[src/pkg/servo_io_pkg.sv]
// Package with register map, field layouts and reset values of the servo sequence status block
package servo_io_pkg;
    // Register byte offsets
    localparam logic [7:0] ctrl_offset = 8'h00;
    localparam logic [7:0] width_offset = 8'h04;
    localparam logic [7:0] select_offset = 8'h08;
    localparam logic [7:0] status_offset = 8'h0c;
    // Field positions in ctrl register
    localparam int map_lsb = 0;
    localparam int mode_lsb = 4;
    // Field positions in width register
    localparam int pos_width_lsb = 0;
    localparam int spd_width_lsb = 8;
    // Values after reset, forced-on map code, width limits and pair count
    localparam logic [3:0] map_reset = 4'h0;
    localparam logic [3:0] map_forced_on = 4'h7;
    localparam logic [7:0] pos_width_reset = 8'h07;
    localparam logic [7:0] pos_width_max = 8'hfa;
    localparam logic [6:0] spd_width_reset = 7'h0a;
    localparam logic [6:0] spd_width_max = 7'h64;
    localparam logic [15:0] select_reset = 16'h3211;
    localparam int num_pairs = 3;

    // Control modes
    typedef enum logic [1:0] {
        mode_position = 2'b00,
        mode_speed = 2'b01,
        mode_torque = 2'b10
    } ctrl_mode_t;

    // Error samples from the control loop
    typedef struct packed {
        logic signed [31:0] position_error;
        logic signed [31:0] speed_reference;
        logic signed [31:0] motor_speed;
    } loop_sample_t;

    // Configuration carried to the comparator
    typedef struct packed {
        ctrl_mode_t mode;
        logic [7:0] pos_width;
        logic [6:0] spd_width;
    } cmp_cfg_t;
endpackage

[src/hw/error_window.sv]
// Absolute error comparator for position done and speed match
`timescale 1ns/10ps
module error_window
    import servo_io_pkg::*;
(
    input wire logic clk,
    input wire logic nrst,
    input wire loop_sample_t sample,
    input wire cmp_cfg_t cfg,
    output logic status_active
);
    logic [31:0] abs_pos;
    logic [31:0] abs_spd;
    logic signed [32:0] spd_diff;
    logic nxt_status;
    logic status_ff;

    // Absolute errors on each control cycle
    always_comb begin
        spd_diff = 33'(sample.speed_reference) - 33'(sample.motor_speed);
        abs_pos = sample.position_error[31] ? 32'(-sample.position_error) : 32'(sample.position_error);
        abs_spd = spd_diff[32] ? 32'(-spd_diff) : spd_diff[31:0];
    end

    // Mode picks which window drives the shared status
    always_comb begin
        case (cfg.mode)
            mode_position: nxt_status = abs_pos < {24'h000000, cfg.pos_width};
            mode_speed: nxt_status = abs_spd < {25'h0000000, cfg.spd_width};
            mode_torque: nxt_status = 1'b1;
            default: nxt_status = 1'b1;
        endcase
    end

    always_ff @(posedge clk or negedge nrst) begin
        if (!nrst) begin
            status_ff <= 1'b0;
        end else begin
            status_ff <= nxt_status;
        end
    end

    assign status_active = status_ff;
endmodule

[src/hw/servo_sequence_io.sv]
// Servo-on gating and shared status output with APB register access
//
// Notes on behaviour
// - Servo-on input low enables motor; high keeps motor off.
// - Mapping field 0 honours the servo-on input.
// - Mapping field 7 forces servo-on regardless of the input.
// - Position mode: done output low while position error below width.
// - Position width in reference units, 0 to 250, default 7.
// - Speed mode: match output low while speed error below width.
// - Speed width in rpm, 0 to 100, default 10.
// - Output select default 3211 puts shared status on first pair; relocatable.
// - Shared status: position done, speed match, or always on in torque.
//
// The implementer's own choices: the APB slave port and the address map.
`timescale 1ns/10ps
module servo_sequence_io
    import servo_io_pkg::*;
(
    input wire logic clk,
    input wire logic nrst,
    input wire logic psel,
    input wire logic penable,
    input wire logic pwrite,
    input wire logic [7:0] paddr,
    input wire logic [31:0] pwdata,
    output logic [31:0] prdata,
    output logic pready,
    output logic pslverr,
    input wire logic servo_on_n,
    input wire loop_sample_t sample,
    output logic motor_enable,
    output logic [num_pairs-1:0] status_pair_n
);
    logic [3:0] map_ff;
    logic [3:0] nxt_map;
    ctrl_mode_t mode_ff;
    ctrl_mode_t nxt_mode;
    logic [7:0] pos_width_ff;
    logic [7:0] nxt_pos_width;
    logic [6:0] spd_width_ff;
    logic [6:0] nxt_spd_width;
    logic [15:0] select_ff;
    logic [15:0] nxt_select;
    logic [31:0] prdata_ff;
    logic [31:0] nxt_prdata;
    logic pready_ff;
    logic nxt_pready;
    logic pslverr_ff;
    logic nxt_pslverr;
    logic son_meta_ff;
    logic son_sync_ff;
    logic motor_ff;
    logic nxt_motor;
    logic [num_pairs-1:0] pair_n_ff;
    logic [num_pairs-1:0] nxt_pair_n;
    logic status_active;
    logic access;
    logic [3:0] done_sel;
    cmp_cfg_t cfg;
    logic wr_commit;
    logic ctrl_wr;
    logic width_wr;
    logic select_wr;
    ctrl_mode_t wr_mode;
    logic [7:0] wr_pos_width;
    logic [6:0] wr_spd_width;

    assign access = psel && penable && !pready_ff;
    assign done_sel = select_ff[3:0];
    assign cfg = '{mode: mode_ff, pos_width: pos_width_ff, spd_width: spd_width_ff};

    // Writes commit on the completing edge only, so a master that abandons a transfer changes nothing
    assign wr_commit = psel && penable && pready_ff && pwrite;
    assign ctrl_wr = wr_commit && (paddr == ctrl_offset);
    assign width_wr = wr_commit && (paddr == width_offset);
    assign select_wr = wr_commit && (paddr == select_offset);

    // Field decode of the write word; out-of-range widths clamp rather than wrap
    always_comb begin
        wr_mode = ctrl_mode_t'(pwdata[mode_lsb +: 2]);
        if (pwdata[mode_lsb +: 2] == 2'b11) begin
            wr_mode = mode_torque; // Unused code kept as torque so status never floats
        end
        wr_pos_width = pwdata[pos_width_lsb +: 8];
        if (pwdata[pos_width_lsb +: 8] > pos_width_max) begin
            wr_pos_width = pos_width_max;
        end
        wr_spd_width = pwdata[spd_width_lsb +: 7];
        if (pwdata[spd_width_lsb +: 7] > spd_width_max) begin
            wr_spd_width = spd_width_max;
        end
    end

    // Configuration next values
    always_comb begin
        nxt_map = map_ff;
        nxt_mode = mode_ff;
        nxt_pos_width = pos_width_ff;
        nxt_spd_width = spd_width_ff;
        nxt_select = select_ff;
        if (ctrl_wr) begin
            nxt_map = pwdata[map_lsb +: 4];
            nxt_mode = wr_mode;
        end
        if (width_wr) begin
            nxt_pos_width = wr_pos_width;
            nxt_spd_width = wr_spd_width;
        end
        if (select_wr) begin
            nxt_select = pwdata[15:0];
        end
    end

    // Configuration registers; reset gives the factory settings
    always_ff @(posedge clk or negedge nrst) begin
        if (!nrst) begin
            map_ff <= map_reset;
            mode_ff <= mode_position;
            pos_width_ff <= pos_width_reset;
            spd_width_ff <= spd_width_reset;
            select_ff <= select_reset;
        end else begin
            map_ff <= nxt_map;
            mode_ff <= nxt_mode;
            pos_width_ff <= nxt_pos_width;
            spd_width_ff <= nxt_spd_width;
            select_ff <= nxt_select;
        end
    end

    // Read mux and response; one wait state keeps read data registered
    always_comb begin
        nxt_prdata = prdata_ff;
        nxt_pready = access;
        nxt_pslverr = 1'b0;
        if (access) begin
            case (paddr)
                ctrl_offset: begin
                    nxt_prdata = {26'h0, mode_ff, map_ff};
                end
                width_offset: begin
                    nxt_prdata = {17'h0, spd_width_ff, pos_width_ff};
                end
                select_offset: begin
                    nxt_prdata = {16'h0, select_ff};
                end
                status_offset: begin
                    nxt_prdata = {28'h0, son_sync_ff, motor_ff, status_active, 1'b0};
                end
                default: begin
                    nxt_prdata = 32'h0; // Unmapped reads return zero with an error
                    nxt_pslverr = 1'b1;
                end
            endcase
        end
    end

    // Bus response registers
    always_ff @(posedge clk or negedge nrst) begin
        if (!nrst) begin
            prdata_ff <= 32'h0;
            pready_ff <= 1'b0;
            pslverr_ff <= 1'b0;
        end else begin
            prdata_ff <= nxt_prdata;
            pready_ff <= nxt_pready;
            pslverr_ff <= nxt_pslverr;
        end
    end

    // Two-stage synchroniser; input high (open) at reset means servo off
    always_ff @(posedge clk or negedge nrst) begin
        if (!nrst) begin
            son_meta_ff <= 1'b1;
            son_sync_ff <= 1'b1;
        end else begin
            son_meta_ff <= servo_on_n;
            son_sync_ff <= son_meta_ff;
        end
    end

    // Servo enable; other map values fall back to honouring the pin
    always_comb begin
        if (map_ff == map_forced_on) begin
            nxt_motor = 1'b1;
        end else begin
            nxt_motor = !son_sync_ff;
        end
    end

    error_window u_window (
        .clk(clk),
        .nrst(nrst),
        .sample(sample),
        .cfg(cfg),
        .status_active(status_active)
    );

    // Pair k is driven low while status is active and select code equals k+1; code 0 drives no pair
    genvar k;
    generate
        for (k = 0; k < num_pairs; k++) begin : g_pair
            assign nxt_pair_n[k] = !(status_active && (done_sel == 4'(k + 1)));
        end
    endgenerate

    always_ff @(posedge clk or negedge nrst) begin
        if (!nrst) begin
            motor_ff <= 1'b0;
            pair_n_ff <= '1;
        end else begin
            motor_ff <= nxt_motor;
            pair_n_ff <= nxt_pair_n;
        end
    end

    assign motor_enable = motor_ff;
    assign status_pair_n = pair_n_ff;
    assign prdata = prdata_ff;
    assign pready = pready_ff;
    assign pslverr = pslverr_ff;
endmodule

[config.mk]
export PLATFORM = sky130hd
export DESIGN_NAME = servo_sequence_io
export DESIGN_NICKNAME = d
export VERILOG_FILES = /design/src/pkg/servo_io_pkg.sv /design/src/hw/error_window.sv /design/src/hw/servo_sequence_io.sv
export SDC_FILE = /design/constraint.sdc
export NUM_CORES = 1
export LEC_CHECK = 0
export ABC_AREA = 1
export BUFFER_PORTS_ARGS = -buffer_cell sky130_fd_sc_hd__buf_2
export CAP_MARGIN = 5
export CORE_MARGIN = 8
export CORE_UTILIZATION = 60
export DETAILED_ROUTE_END_ITERATION = 12
export PLACE_DENSITY_LB_ADDON = 0.2
export SLEW_MARGIN = 20
export SYNTH_ARGS = -nofsm -noshare
export SYNTH_HDL_FRONTEND = slang
export SYNTH_HIERARCHICAL = 1
export SYNTH_SLANG_ARGS = --single-unit
export TNS_END_PERCENT = 5
[constraint.sdc]
create_clock -name clk -period 6.4 [get_ports clk]
set_clock_uncertainty 0.2 [all_clocks]
set_input_delay 0.64 -clock clk [delete_from_list [all_inputs] [get_ports clk]]
set_output_delay 0.64 -clock clk [all_outputs]
set_load 0.005 [all_outputs]
After elaboration in Yosys (flattened, before gate mapping)
Cells that the tools add are included.

word-level totals
  register bits after elaboration = 78
  input port bits = 142
  logic and storage cells = 57
  output and inout port bits = 38

operators by class
  eq/ne operators = 9
  reductions and logical operators = 18
  muxes and demuxes = 10
  add/sub/neg operators = 3
  magnitude comparators = 4

operators with widths
  kind                                                  count
  2-to-1 mux 32 bit                                     2
  negator 32 bit                                        2
  case mux 16 bit (4 select lines)                      1
  subtractor 32 x 32 -> 33 bit                          1
  < comparator 32 x 7 -> 1 bit                          1
  < comparator 32 x 8 -> 1 bit                          1
  == test 8 x 4 -> 1 bit, second input constant         2
  logical AND 1 bit                                     10
  == test 4 x 2 -> 1 bit, second input constant         2
  == test 8 x 3 -> 1 bit, second input constant         1
  greater-than comparator 8 bit, second input constant  1
  logical NOT 8 bit                                     1
  2-to-1 mux 8 bit                                      1
  greater-than comparator 7 bit, second input constant  1
  2-to-1 mux 7 bit                                      1
  logical NOT 1 bit                                     5
  == test 4 x 1 -> 1 bit, second input constant         1
  == test 4 x 3 -> 1 bit, second input constant         1
  OR reduction 4 bit                                    1
  2-to-1 mux 1 bit                                      3
  == test 2 x 1 -> 1 bit, second input constant         1
  == test 2 bit, second input constant                  1
  logical NOT 2 bit                                     1
  2-to-1 mux 2 bit                                      1
  case mux 1 bit (2 select lines)                       1

Longest topological paths before layout
Gate-level depths: netlist of the first run.

  word-level depth = 5
  gate-level depth with buffers = 33

By module
Netlist of the first run, hierarchy kept.

modules (own cells, without submodules)
  module             cells each  instances  area each (um^2)
  error_window       1046        1          5057.4
  servo_sequence_io  341         1          2951.6

Least setup slack after synthesis of the first run
Ideal clock, no wire load.

  path kind = input port to flip-flop
  start point = in sample[32] (netlist name)
  end point = reg u_window.status_ff (netlist: u_window/status_active)
  required time = 6135 ps
  stages on the path = 33
  data arrival time = 3984 ps
  path slack = 2152 ps
  buffers on the path = 2
  path through = inv_1 > ha_1 > fa_1 > inv_1 > nand3_1 > nand2_1 > nand2_1 > nand2_2 > nand2_1 > nand2_1 > nand3b_1 > nand2_1 > nand2_2 > nand2_4 > buf_6 > buf_2 > nand2_1 > xor2_1 > inv_1 > ha_1 > nand2_1 > o21ai_0 > a21oi_1 > o21bai_1 > a211oi_1 > nand2_1 > nor2_1 > nand2_1 > nor2_1 > nand2_1 > nor2_1 > nand3_1 > nand2_1

between the ends
  longest elaborated chain between the ends = 5

RTL lines
  what                               RTL line                 text
  start: declaration                 servo_sequence_io.sv:30  input wire loop_sample_t sample,
  subtractor 32 x 32 -> 33 bit *     error_window.sv:20       spd_diff = 33'(sample.speed_reference) - 33'(sample.motor_speed);
  negator 32 bit                     error_window.sv:22       abs_spd = spd_diff[32] ? 32'(-spd_diff) : spd_diff[31:0];
  2-to-1 mux 32 bit *                error_window.sv:22
  < comparator 32 x 7 -> 1 bit *     error_window.sv:29       mode_speed: nxt_status = abs_spd < {25'h0000000, cfg.spd_width};
  case mux 1 bit (2 select lines) *  error_window.sv:27       case (cfg.mode)
  via u_window.nxt_status            error_window.sv:15       logic nxt_status;
  end signal: assignment             error_window.sv:39       status_ff <= nxt_status;
  end: declaration                   error_window.sv:16       logic status_ff;

The timed path passes the listed nets; every way through them passes the cells marked *.
A chain may end at the register's enable or synchronous reset.

Worst setup path after layout of the first run
  start point = in sample[0] (netlist name)
  end point = reg u_window.status_ff (netlist: u_window/status_active)

The elaborated chain is that of the path after synthesis.

==> parameters.txt, run 1 <==
Parameter                              Value

Min path
  Worst Hold Launch    son_meta_ff
  Worst-case hold path end point    son_sync_ff
  Hold Path Stages    0
  Worst hold path class    reg -> reg

GRT
  Global-route wire length before repair    between 30 and 40 mm
  Maximum number of pins on one net before global-route repair    63
  Initial antenna violation count    0
  Global Route met3 Usage    0.0507
  Overflow after GRT    0
  Global routing usage on met2    0.400
  Busiest layer in global routing    met2
  Via count of the first global-routing pass    8195
  Global router's overall resource usage    0.243
  Fraction of met1 tracks used by global routing    0.322

Timing
  Slew @ Worst Pin    around 0.76 ns
  Post-route minimum period    ~4.5 ns
  Setup_tns    0 ns
  Number of endpoints failing setup at the final stage    0
  Tightest slew margin relative to the limit    0.494
  Final hold vios    0
  Share of the clock period used by the worst path after layout    0.697
  Fmax achieved    between 0.2 and 0.25 GHz
  Setup repair after global routing missed its margin    false
  Max-slew violation total from the final report    0

Pwr
  Flop pwr share    0.272
  Power density over the cells    between 150 and 200 nW/um^2
  Cell-internal power    0.919 mW
  Net Sw Power    about 0.54 mW
  Switching share of total power    0.372
  Combinational share of power    0.398
  Worst vdd rail ir drop    0.135 mV
  Part of the power in the clock network    0.330
  Standby leakage power    5.50 nW

Routing
  Drt initial violations    690
  Total via count in the routed design    roughly 9000
  Remaining antenna violation count after routing    0
  Post-detailed-route via-to-cell ratio    ~5.2
  Routed wire length    between 20 and 25 mm
  Per-cell routed wire length    between 10 and 15 um
  Detailed-router iteration count before antenna repair    6
  DRC violation count after routing    0

Clocking
  CTS Root Buffer Type    sky130_fd_sc_hd__clkbuf_16
  Maximum clock path buffer count    2
  Count of H-tree levels built during CTS    3
  Number of buffers inserted by hold repair at cts    0
  TritonCTS Sinks    62
  Number of resized instances in the post-cts repair step    0
  CTS tree    yes
  Clk Latency, worst-skew pair    0.32 ns
  Clock transition at the register clock pins on the worst setup and hold paths after CTS    around 0.050 ns
  Total setup buffers inserted after CTS    0
  CTS Buf Count    9

Setup path
  Type of the setup path with the least slack    in -> reg
  Flop2flop setup slack    between 3 and 4 ns
  Largest stage delay on the critical path    0.43 ns
  Crit Reg-Reg Startpoint    spd_width_ff[3]
  Path depth of the worst reg2reg path    15
  Setup crit end kind    register
  Most prevalent standard cell on the critical path    sky130_fd_sc_hd__nand2_1
  Startpoint class of the critical path    input pin
  Startpoint of the worst setup timing path    sample[0]
  Data required time at the worst endpoint    roughly 6.5 ns
  CP max FO    42
  Slowest stage cell on the critical path    sky130_fd_sc_hd__fa_1
  Worst reg2reg path endpoint    u_window/status_active
  Arr. time, crit path    between 4 and 5 ns

Floorplanning
  Row Count    42
  Area enclosed by the die boundary    between 15000 and 20000 um^2
  Boundary Pins    180
  Chip height    roughly 130 um
  Starting utilization of the core area    0.610
  Horizontal die dimension    roughly 130 um
  Std-Cell Core Area    around 13000 um^2

Layout
  Footprint of the multi-input gates    5200 um^2
  Count of placed standard cells in the final layout, fillers left out    1706
  Seq. cell area    approximately 1600 um^2
  Fillers    between 1000 and 1500
  Fraction of final layout cells with drive strength greater than 1    0.156
  Ant. Diodes    0
  Area Overhead vs Synth    13.0%
  Commonest non-fill, non-tap cell in the layout    sky130_fd_sc_hd__nand2_1
  Summed area of non-filler cells in the final layout    a little over 9000 um^2
  Net count, final    ~1700
  Highest-count cells in the layout ignoring fill and taps    sky130_fd_sc_hd__nand2_1 (495), sky130_fd_sc_hd__inv_1 (261), sky130_fd_sc_hd__buf_2 (147)

Synthesis
  Number of instances in the synthesized netlist    around 1400
  Synthesis-stage register bit count    slightly above 60
  Cells taking the most area after synthesis    sky130_fd_sc_hd__nand2_1 (23%), sky130_fd_sc_hd__dfrtp_1 (15%), sky130_fd_sc_hd__inv_1 (12%)
  Sequential area share after synthesis    0.196
  EDFF count, synth    0
  Avg Synthesized Cell Area    5.77 um^2
  Async S/R FF share, synth    1.00
  Cell area after synthesis    between 8000 and 9000 um^2
  Cell accounting for the most synthesized area    sky130_fd_sc_hd__nand2_1
  Share of the synthesized area in the top cell type    0.232
  Leading register cell type out of synthesis    sky130_fd_sc_hd__dfrtp_1
  Number of unique standard cell types used by synthesis    44
  Yosys warning count    6

Placed design
  Weighted congestion reported at the end of routability-driven placement    ~0.94
  Placed cell area    about 8700 um^2
  Post-DP HPWL    roughly 17 mm
  # port buffers    ~150
  Cell count after placement    1690

Flow run
  Max_cap viols    0

Outcome
  Run status    completed
==> metal layers <==
layer  wire [um]  up-vias  share of wire
met5           0        -              0
li1            -     4531              -
met4         259        0          0.012
met3        1740       28          0.081
met1        9620     3920           0.45
met2        9720      330           0.46
==> sequential cells by signal, summed over array words and instances, names as in the netlist, 2 cells and up <==
| name | count |
|---|---|
| pos_width_ff | 8 |
| select_ff | 16 |
| map_ff | 4 |
| spd_width_ff | 7 |
| mode_ff | 2 |
| prdata | 16 |
| status_pair_n | 3 |
==> area by class of cell <==
cell class | count | share of cell area
timing repair buffer | 148 | 0.0822
clock inverter | 4 | 0.00498
clock buffer | 12 | 0.0284
tap | 176 | 0.0243
inverter | 267 | 0.112
sequential | 62 | 0.174
multi-input combinational | 1037 | 0.575
==> logic make-up (layout without fill, tap and decap cells) <==
kind of cell	Yosys count	in the layout	share of synthesized area
other	1	16	0.000468
and+or+nand+nor	830	830	0.450
AOI/OAI and AO/OA	106	106	0.0759
DFF	62	62	0.196
xor gates and xnor gates	37	37	0.0405
adders and majority gates	48	48	0.0759
buffers and inverters	303	431	0.162
==> stage by stage <==
step / hold slack [ns] / util / total power [mW] / worst slack, ns
after global placement: 0.145 / 0.666 / 0.966 / 1.74
after CTS: 0.162 / 0.689 / 1.46 / 1.96
final: 0.162 / 0.689 / 1.46 / 1.94
after global routing: 0.168 / 0.689 / 1.57 / 1.36
after detailed placement: 0.154 / 0.666 / 0.978 / 1.65
after floorplan: 0.144 / - / 0.841 / 2.15
==> worst max-delay path by stage <==
| stage | to | slack, ns | cells past startpoint |
|---|---|---|---|
| 2_1_floorplan | u_window/status_active | 2.15 | 33 |
| 3_3_place_gp | u_window/status_active | 1.74 | 31 |
| 3_5_place_dp | u_window/status_active | 1.65 | 31 |
| 4_1_cts | u_window/status_active | 1.96 | 31 |
| 5_1_grt | u_window/status_active | 1.36 | 31 |
| 6_report | u_window/status_active | 1.94 | 31 |
==> cells in the mapped netlist, types with 9 or more instances <==
library cell	n
sky130_fd_sc_hd__xor2_1	31
sky130_fd_sc_hd__ha_1	47
sky130_fd_sc_hd__buf_6	9
sky130_fd_sc_hd__nand2_2	12
sky130_fd_sc_hd__nor2_1	121
sky130_fd_sc_hd__o21ai_2	9
sky130_fd_sc_hd__inv_1	261
sky130_fd_sc_hd__nand2_1	495
sky130_fd_sc_hd__nand3_1	108
sky130_fd_sc_hd__nand4_1	31
sky130_fd_sc_hd__nor3_1	21
sky130_fd_sc_hd__dfstp_2	15
sky130_fd_sc_hd__dfrtp_1	47
sky130_fd_sc_hd__o21ai_1	14
sky130_fd_sc_hd__o21ai_0	34
sky130_fd_sc_hd__a21oi_1	31
sky130_fd_sc_hd__buf_4	21
==> power by group through the flow <==
stage | Sequential (mW) | Combinational [mW] | Clock, mW
3_5_place_dp | 0.405 | 0.573 | 0
4_1_cts | 0.399 | 0.577 | 0.485
5_1_grt | 0.399 | 0.673 | 0.502
6_report | 0.399 | 0.583 | 0.483
2_1_floorplan | 0.405 | 0.437 | 0
3_3_place_gp | 0.405 | 0.561 | 0
==> critical path, delay by kind of cell <==
kind,cells,cell delay [ns]
AO/OA/AOI/OAI,4,0.49
buffers and inverters,3,0.29
adder cells (fa/ha/maj),3,0.91
AND/OR/NAND/NOR,20,2.01
XOR/XNOR,1,0.15
(Power assumes the default switching activity.)
==> run 2, diff against run 1 <==
- CORE_UTILIZATION: 60 -> 57
- clock period: 6.4 -> 4.4 ns (I/O delays scaled with it)
==> run 2 against run 1 <==
Compared with the run above: non-clock buffer count grew 9; sequential share of layout area is 0.17 points lower; cell area is 0.98% higher; via count about the same; critical path depth down 1; cell count increased by 0.76%; worst hold slack got worse by 0.15 ns; largest cell class unchanged.
==> parameters.txt, run 2 (same netlist as run 1, synthesis figures left out) <==
Parameter                              Value

Outcome
  Run status    completed

Setup path
  Most prevalent standard cell on the critical path    sky130_fd_sc_hd__nand2_1
  Largest stage delay on the critical path    about 0.37 ns
  Data required time at the worst endpoint    ~4.5 ns
  Flop2flop setup slack    approximately 2 ns
  Startpoint class of the critical path    input pin
  Crit Reg-Reg Startpoint    spd_width_ff[3]
  Path depth of the worst reg2reg path    15
  Buf+Inv Stages, Crit Path    3
  Worst reg2reg path endpoint    u_window/status_active
  Arr. time, crit path    just over 4 ns
  CP endpoint    u_window/status_active
  Startpoint of the worst setup timing path    sample[0]
  Largest delay share family, worst path    simple AND/OR/NAND/NOR gates
  Slowest stage cell on the critical path    sky130_fd_sc_hd__fa_2
  WP depth    30
  Setup crit end kind    register
  CP max FO    4
  Type of the setup path with the least slack    in -> reg

Layout
  Fraction of final layout cells with drive strength greater than 1    0.164
  Commonest non-fill, non-tap cell in the layout    sky130_fd_sc_hd__nand2_1
  Area Overhead vs Synth    14.1%
  Summed area of non-filler cells in the final layout    9140 um^2
  Ant. Diodes    0
  Net count, final    approximately 1700
  Fillers    1372
  Highest-count cells in the layout ignoring fill and taps    sky130_fd_sc_hd__nand2_1 (494), sky130_fd_sc_hd__inv_1 (261), sky130_fd_sc_hd__buf_2 (147)

Floorplanning
  Chip height    roughly 130 um
  Row Count    43
  Boundary Pins    180
  Std-Cell Core Area    approximately 14000 um^2
  Area enclosed by the die boundary    about 18000 um^2
  Starting utilization of the core area    0.579
  Horizontal die dimension    roughly 130 um

Pwr
  Worst vdd rail ir drop    slightly below 0.2 mV
  Power density over the cells    between 200 and 250 nW/um^2
  Standby leakage power    around 5.5 nW

Clocking
  CTS Buf Count    9
  Total setup buffers inserted after CTS    0
  Number of buffers inserted by hold repair at cts    0
  CTS Root Buffer Type    sky130_fd_sc_hd__clkbuf_16
  Count of H-tree levels built during CTS    3
  CTS tree    yes
  Clock transition at the register clock pins on the worst setup and hold paths after CTS    about 0.05 ns
  TritonCTS Sinks    62
  Number of resized instances in the post-cts repair step    0
  Clk Latency, worst-skew pair    between 0.3 and 0.4 ns
  Maximum clock path buffer count    2

Routing
  DRC violation count after routing    0
  Sum of met2 wire segment lengths after detailed routing    approximately 9.4 mm
  Post-detailed-route via-to-cell ratio    5.13
  Detailed-router iteration count before antenna repair    5
  Per-cell routed wire length    about 13 um
  Routed wire length    approximately 22 mm
  Total via count in the routed design    8812
  Remaining antenna violation count after routing    0
  Highest metal used    met4
  Drt initial violations    between 700 and 800
  Met1 layer wirelength in the final routing    10.0 mm
  Total met3 wirelength after detailed routing    ~1.9 mm

Timing
  Post-route minimum period    3.98 ns
  Setup_tns    0 ns
  Fmax achieved    0.251 GHz
  Slew @ Worst Pin    about 0.76 ns
  Final hold vios    0
  Max-slew violation total from the final report    0
  Setup repair after global routing missed its margin    false
  Share of the clock period used by the worst path after layout    0.905
  Tightest slew margin relative to the limit    0.490
  Number of endpoints failing setup at the final stage    0

GRT
  Via count of the first global-routing pass    around 8100
  Initial antenna violation count    0
  Global router's overall resource usage    0.238
  Maximum number of pins on one net before global-route repair    between 60 and 70
  Global-route wire length before repair    around 36 mm
  Overflow after GRT    0

Flow run
  Max_cap viols    0

Placed design
  Placed cell area    between 8000 and 9000 um^2
  Weighted congestion reported at the end of routability-driven placement    around 0.96
  # port buffers    roughly 150
  Post-DP HPWL    about 18 mm

Min path
  Worst hold path class    in -> reg
==> run 2: stage by stage <==
step           hold slack [ns]  utilization  setup WS (ns)  power, mW  cells
3_5_place_dp             0.153        0.638         0.0237       1.43   1703
2_1_floorplan          -0.0556            -          0.352       1.22   1402
4_1_cts                 0.0124        0.659          0.345       2.14   1719
6_report                0.0164        0.661          0.419       2.15   1719
3_3_place_gp             0.147        0.638          0.148       1.42   1703
5_1_grt                 0.0130        0.661         0.0384       2.31   1719
==> run 2: worst min-delay path by stage <==
| stage | startpoint | end | depth (start not counted) |
|---|---|---|---|
| after detailed placement | son_meta_ff | son_sync_ff | 0 |
| after floorplan | nrst | map_ff[0] | 0 |
| after global placement | son_meta_ff | son_sync_ff | 0 |
| after global routing | servo_on_n | son_meta_ff | 1 |
| final | servo_on_n | son_meta_ff | 1 |
| after CTS | servo_on_n | son_meta_ff | 1 |
==> run 2: area by class of cell <==
cell class,count,area [um^2],share of cell area
Inverter,267,1010,0.111
Timing Repair Buffer,157,811,0.0888
Multi-Input combinational cell,1037,5220,0.571
Clock buffer,12,256,0.0281
Sequential cell,62,1570,0.172
Clock inverter,4,45.0,0.00493
Tap cell,180,225,0.0247
==> run 2: layer usage <==
metal | vias to the layer above | track usage
met4 | 0 | 0.0493
met5 | - | 0
met2 | 296 | 0.371
met1 | 3936 | 0.327
met3 | 22 | 0.0535
li1 | 4558 | -
==> run 2: power by group <==
part	total [mW]	internal [mW]	switching (mW)	leakage, nW
Clock	0.708	0.466	0.242	0.152
Sequential	0.580	0.577	0.00255	0.767
Combinational	0.860	0.306	0.554	4.62
Total	2.15	1.35	0.798	5.54
==> run 2: worst register-to-register path, cell delays in order, from the launching register on <==
cell	delay [ns]
sky130_fd_sc_hd__dfstp_2	0.53
sky130_fd_sc_hd__inv_1	0.04
sky130_fd_sc_hd__ha_1	0.29
sky130_fd_sc_hd__a21oi_1	0.16
sky130_fd_sc_hd__o21ai_1	0.09
sky130_fd_sc_hd__a21oi_1	0.15
sky130_fd_sc_hd__o21bai_1	0.09
sky130_fd_sc_hd__a211oi_2	0.18
sky130_fd_sc_hd__nand2_1	0.07
sky130_fd_sc_hd__nor2_1	0.10
sky130_fd_sc_hd__nand2_1	0.07
sky130_fd_sc_hd__nor2_2	0.13
sky130_fd_sc_hd__nand2_1	0.06
sky130_fd_sc_hd__nor2_1	0.09
sky130_fd_sc_hd__nand3_1	0.09
sky130_fd_sc_hd__nand2_1	0.06
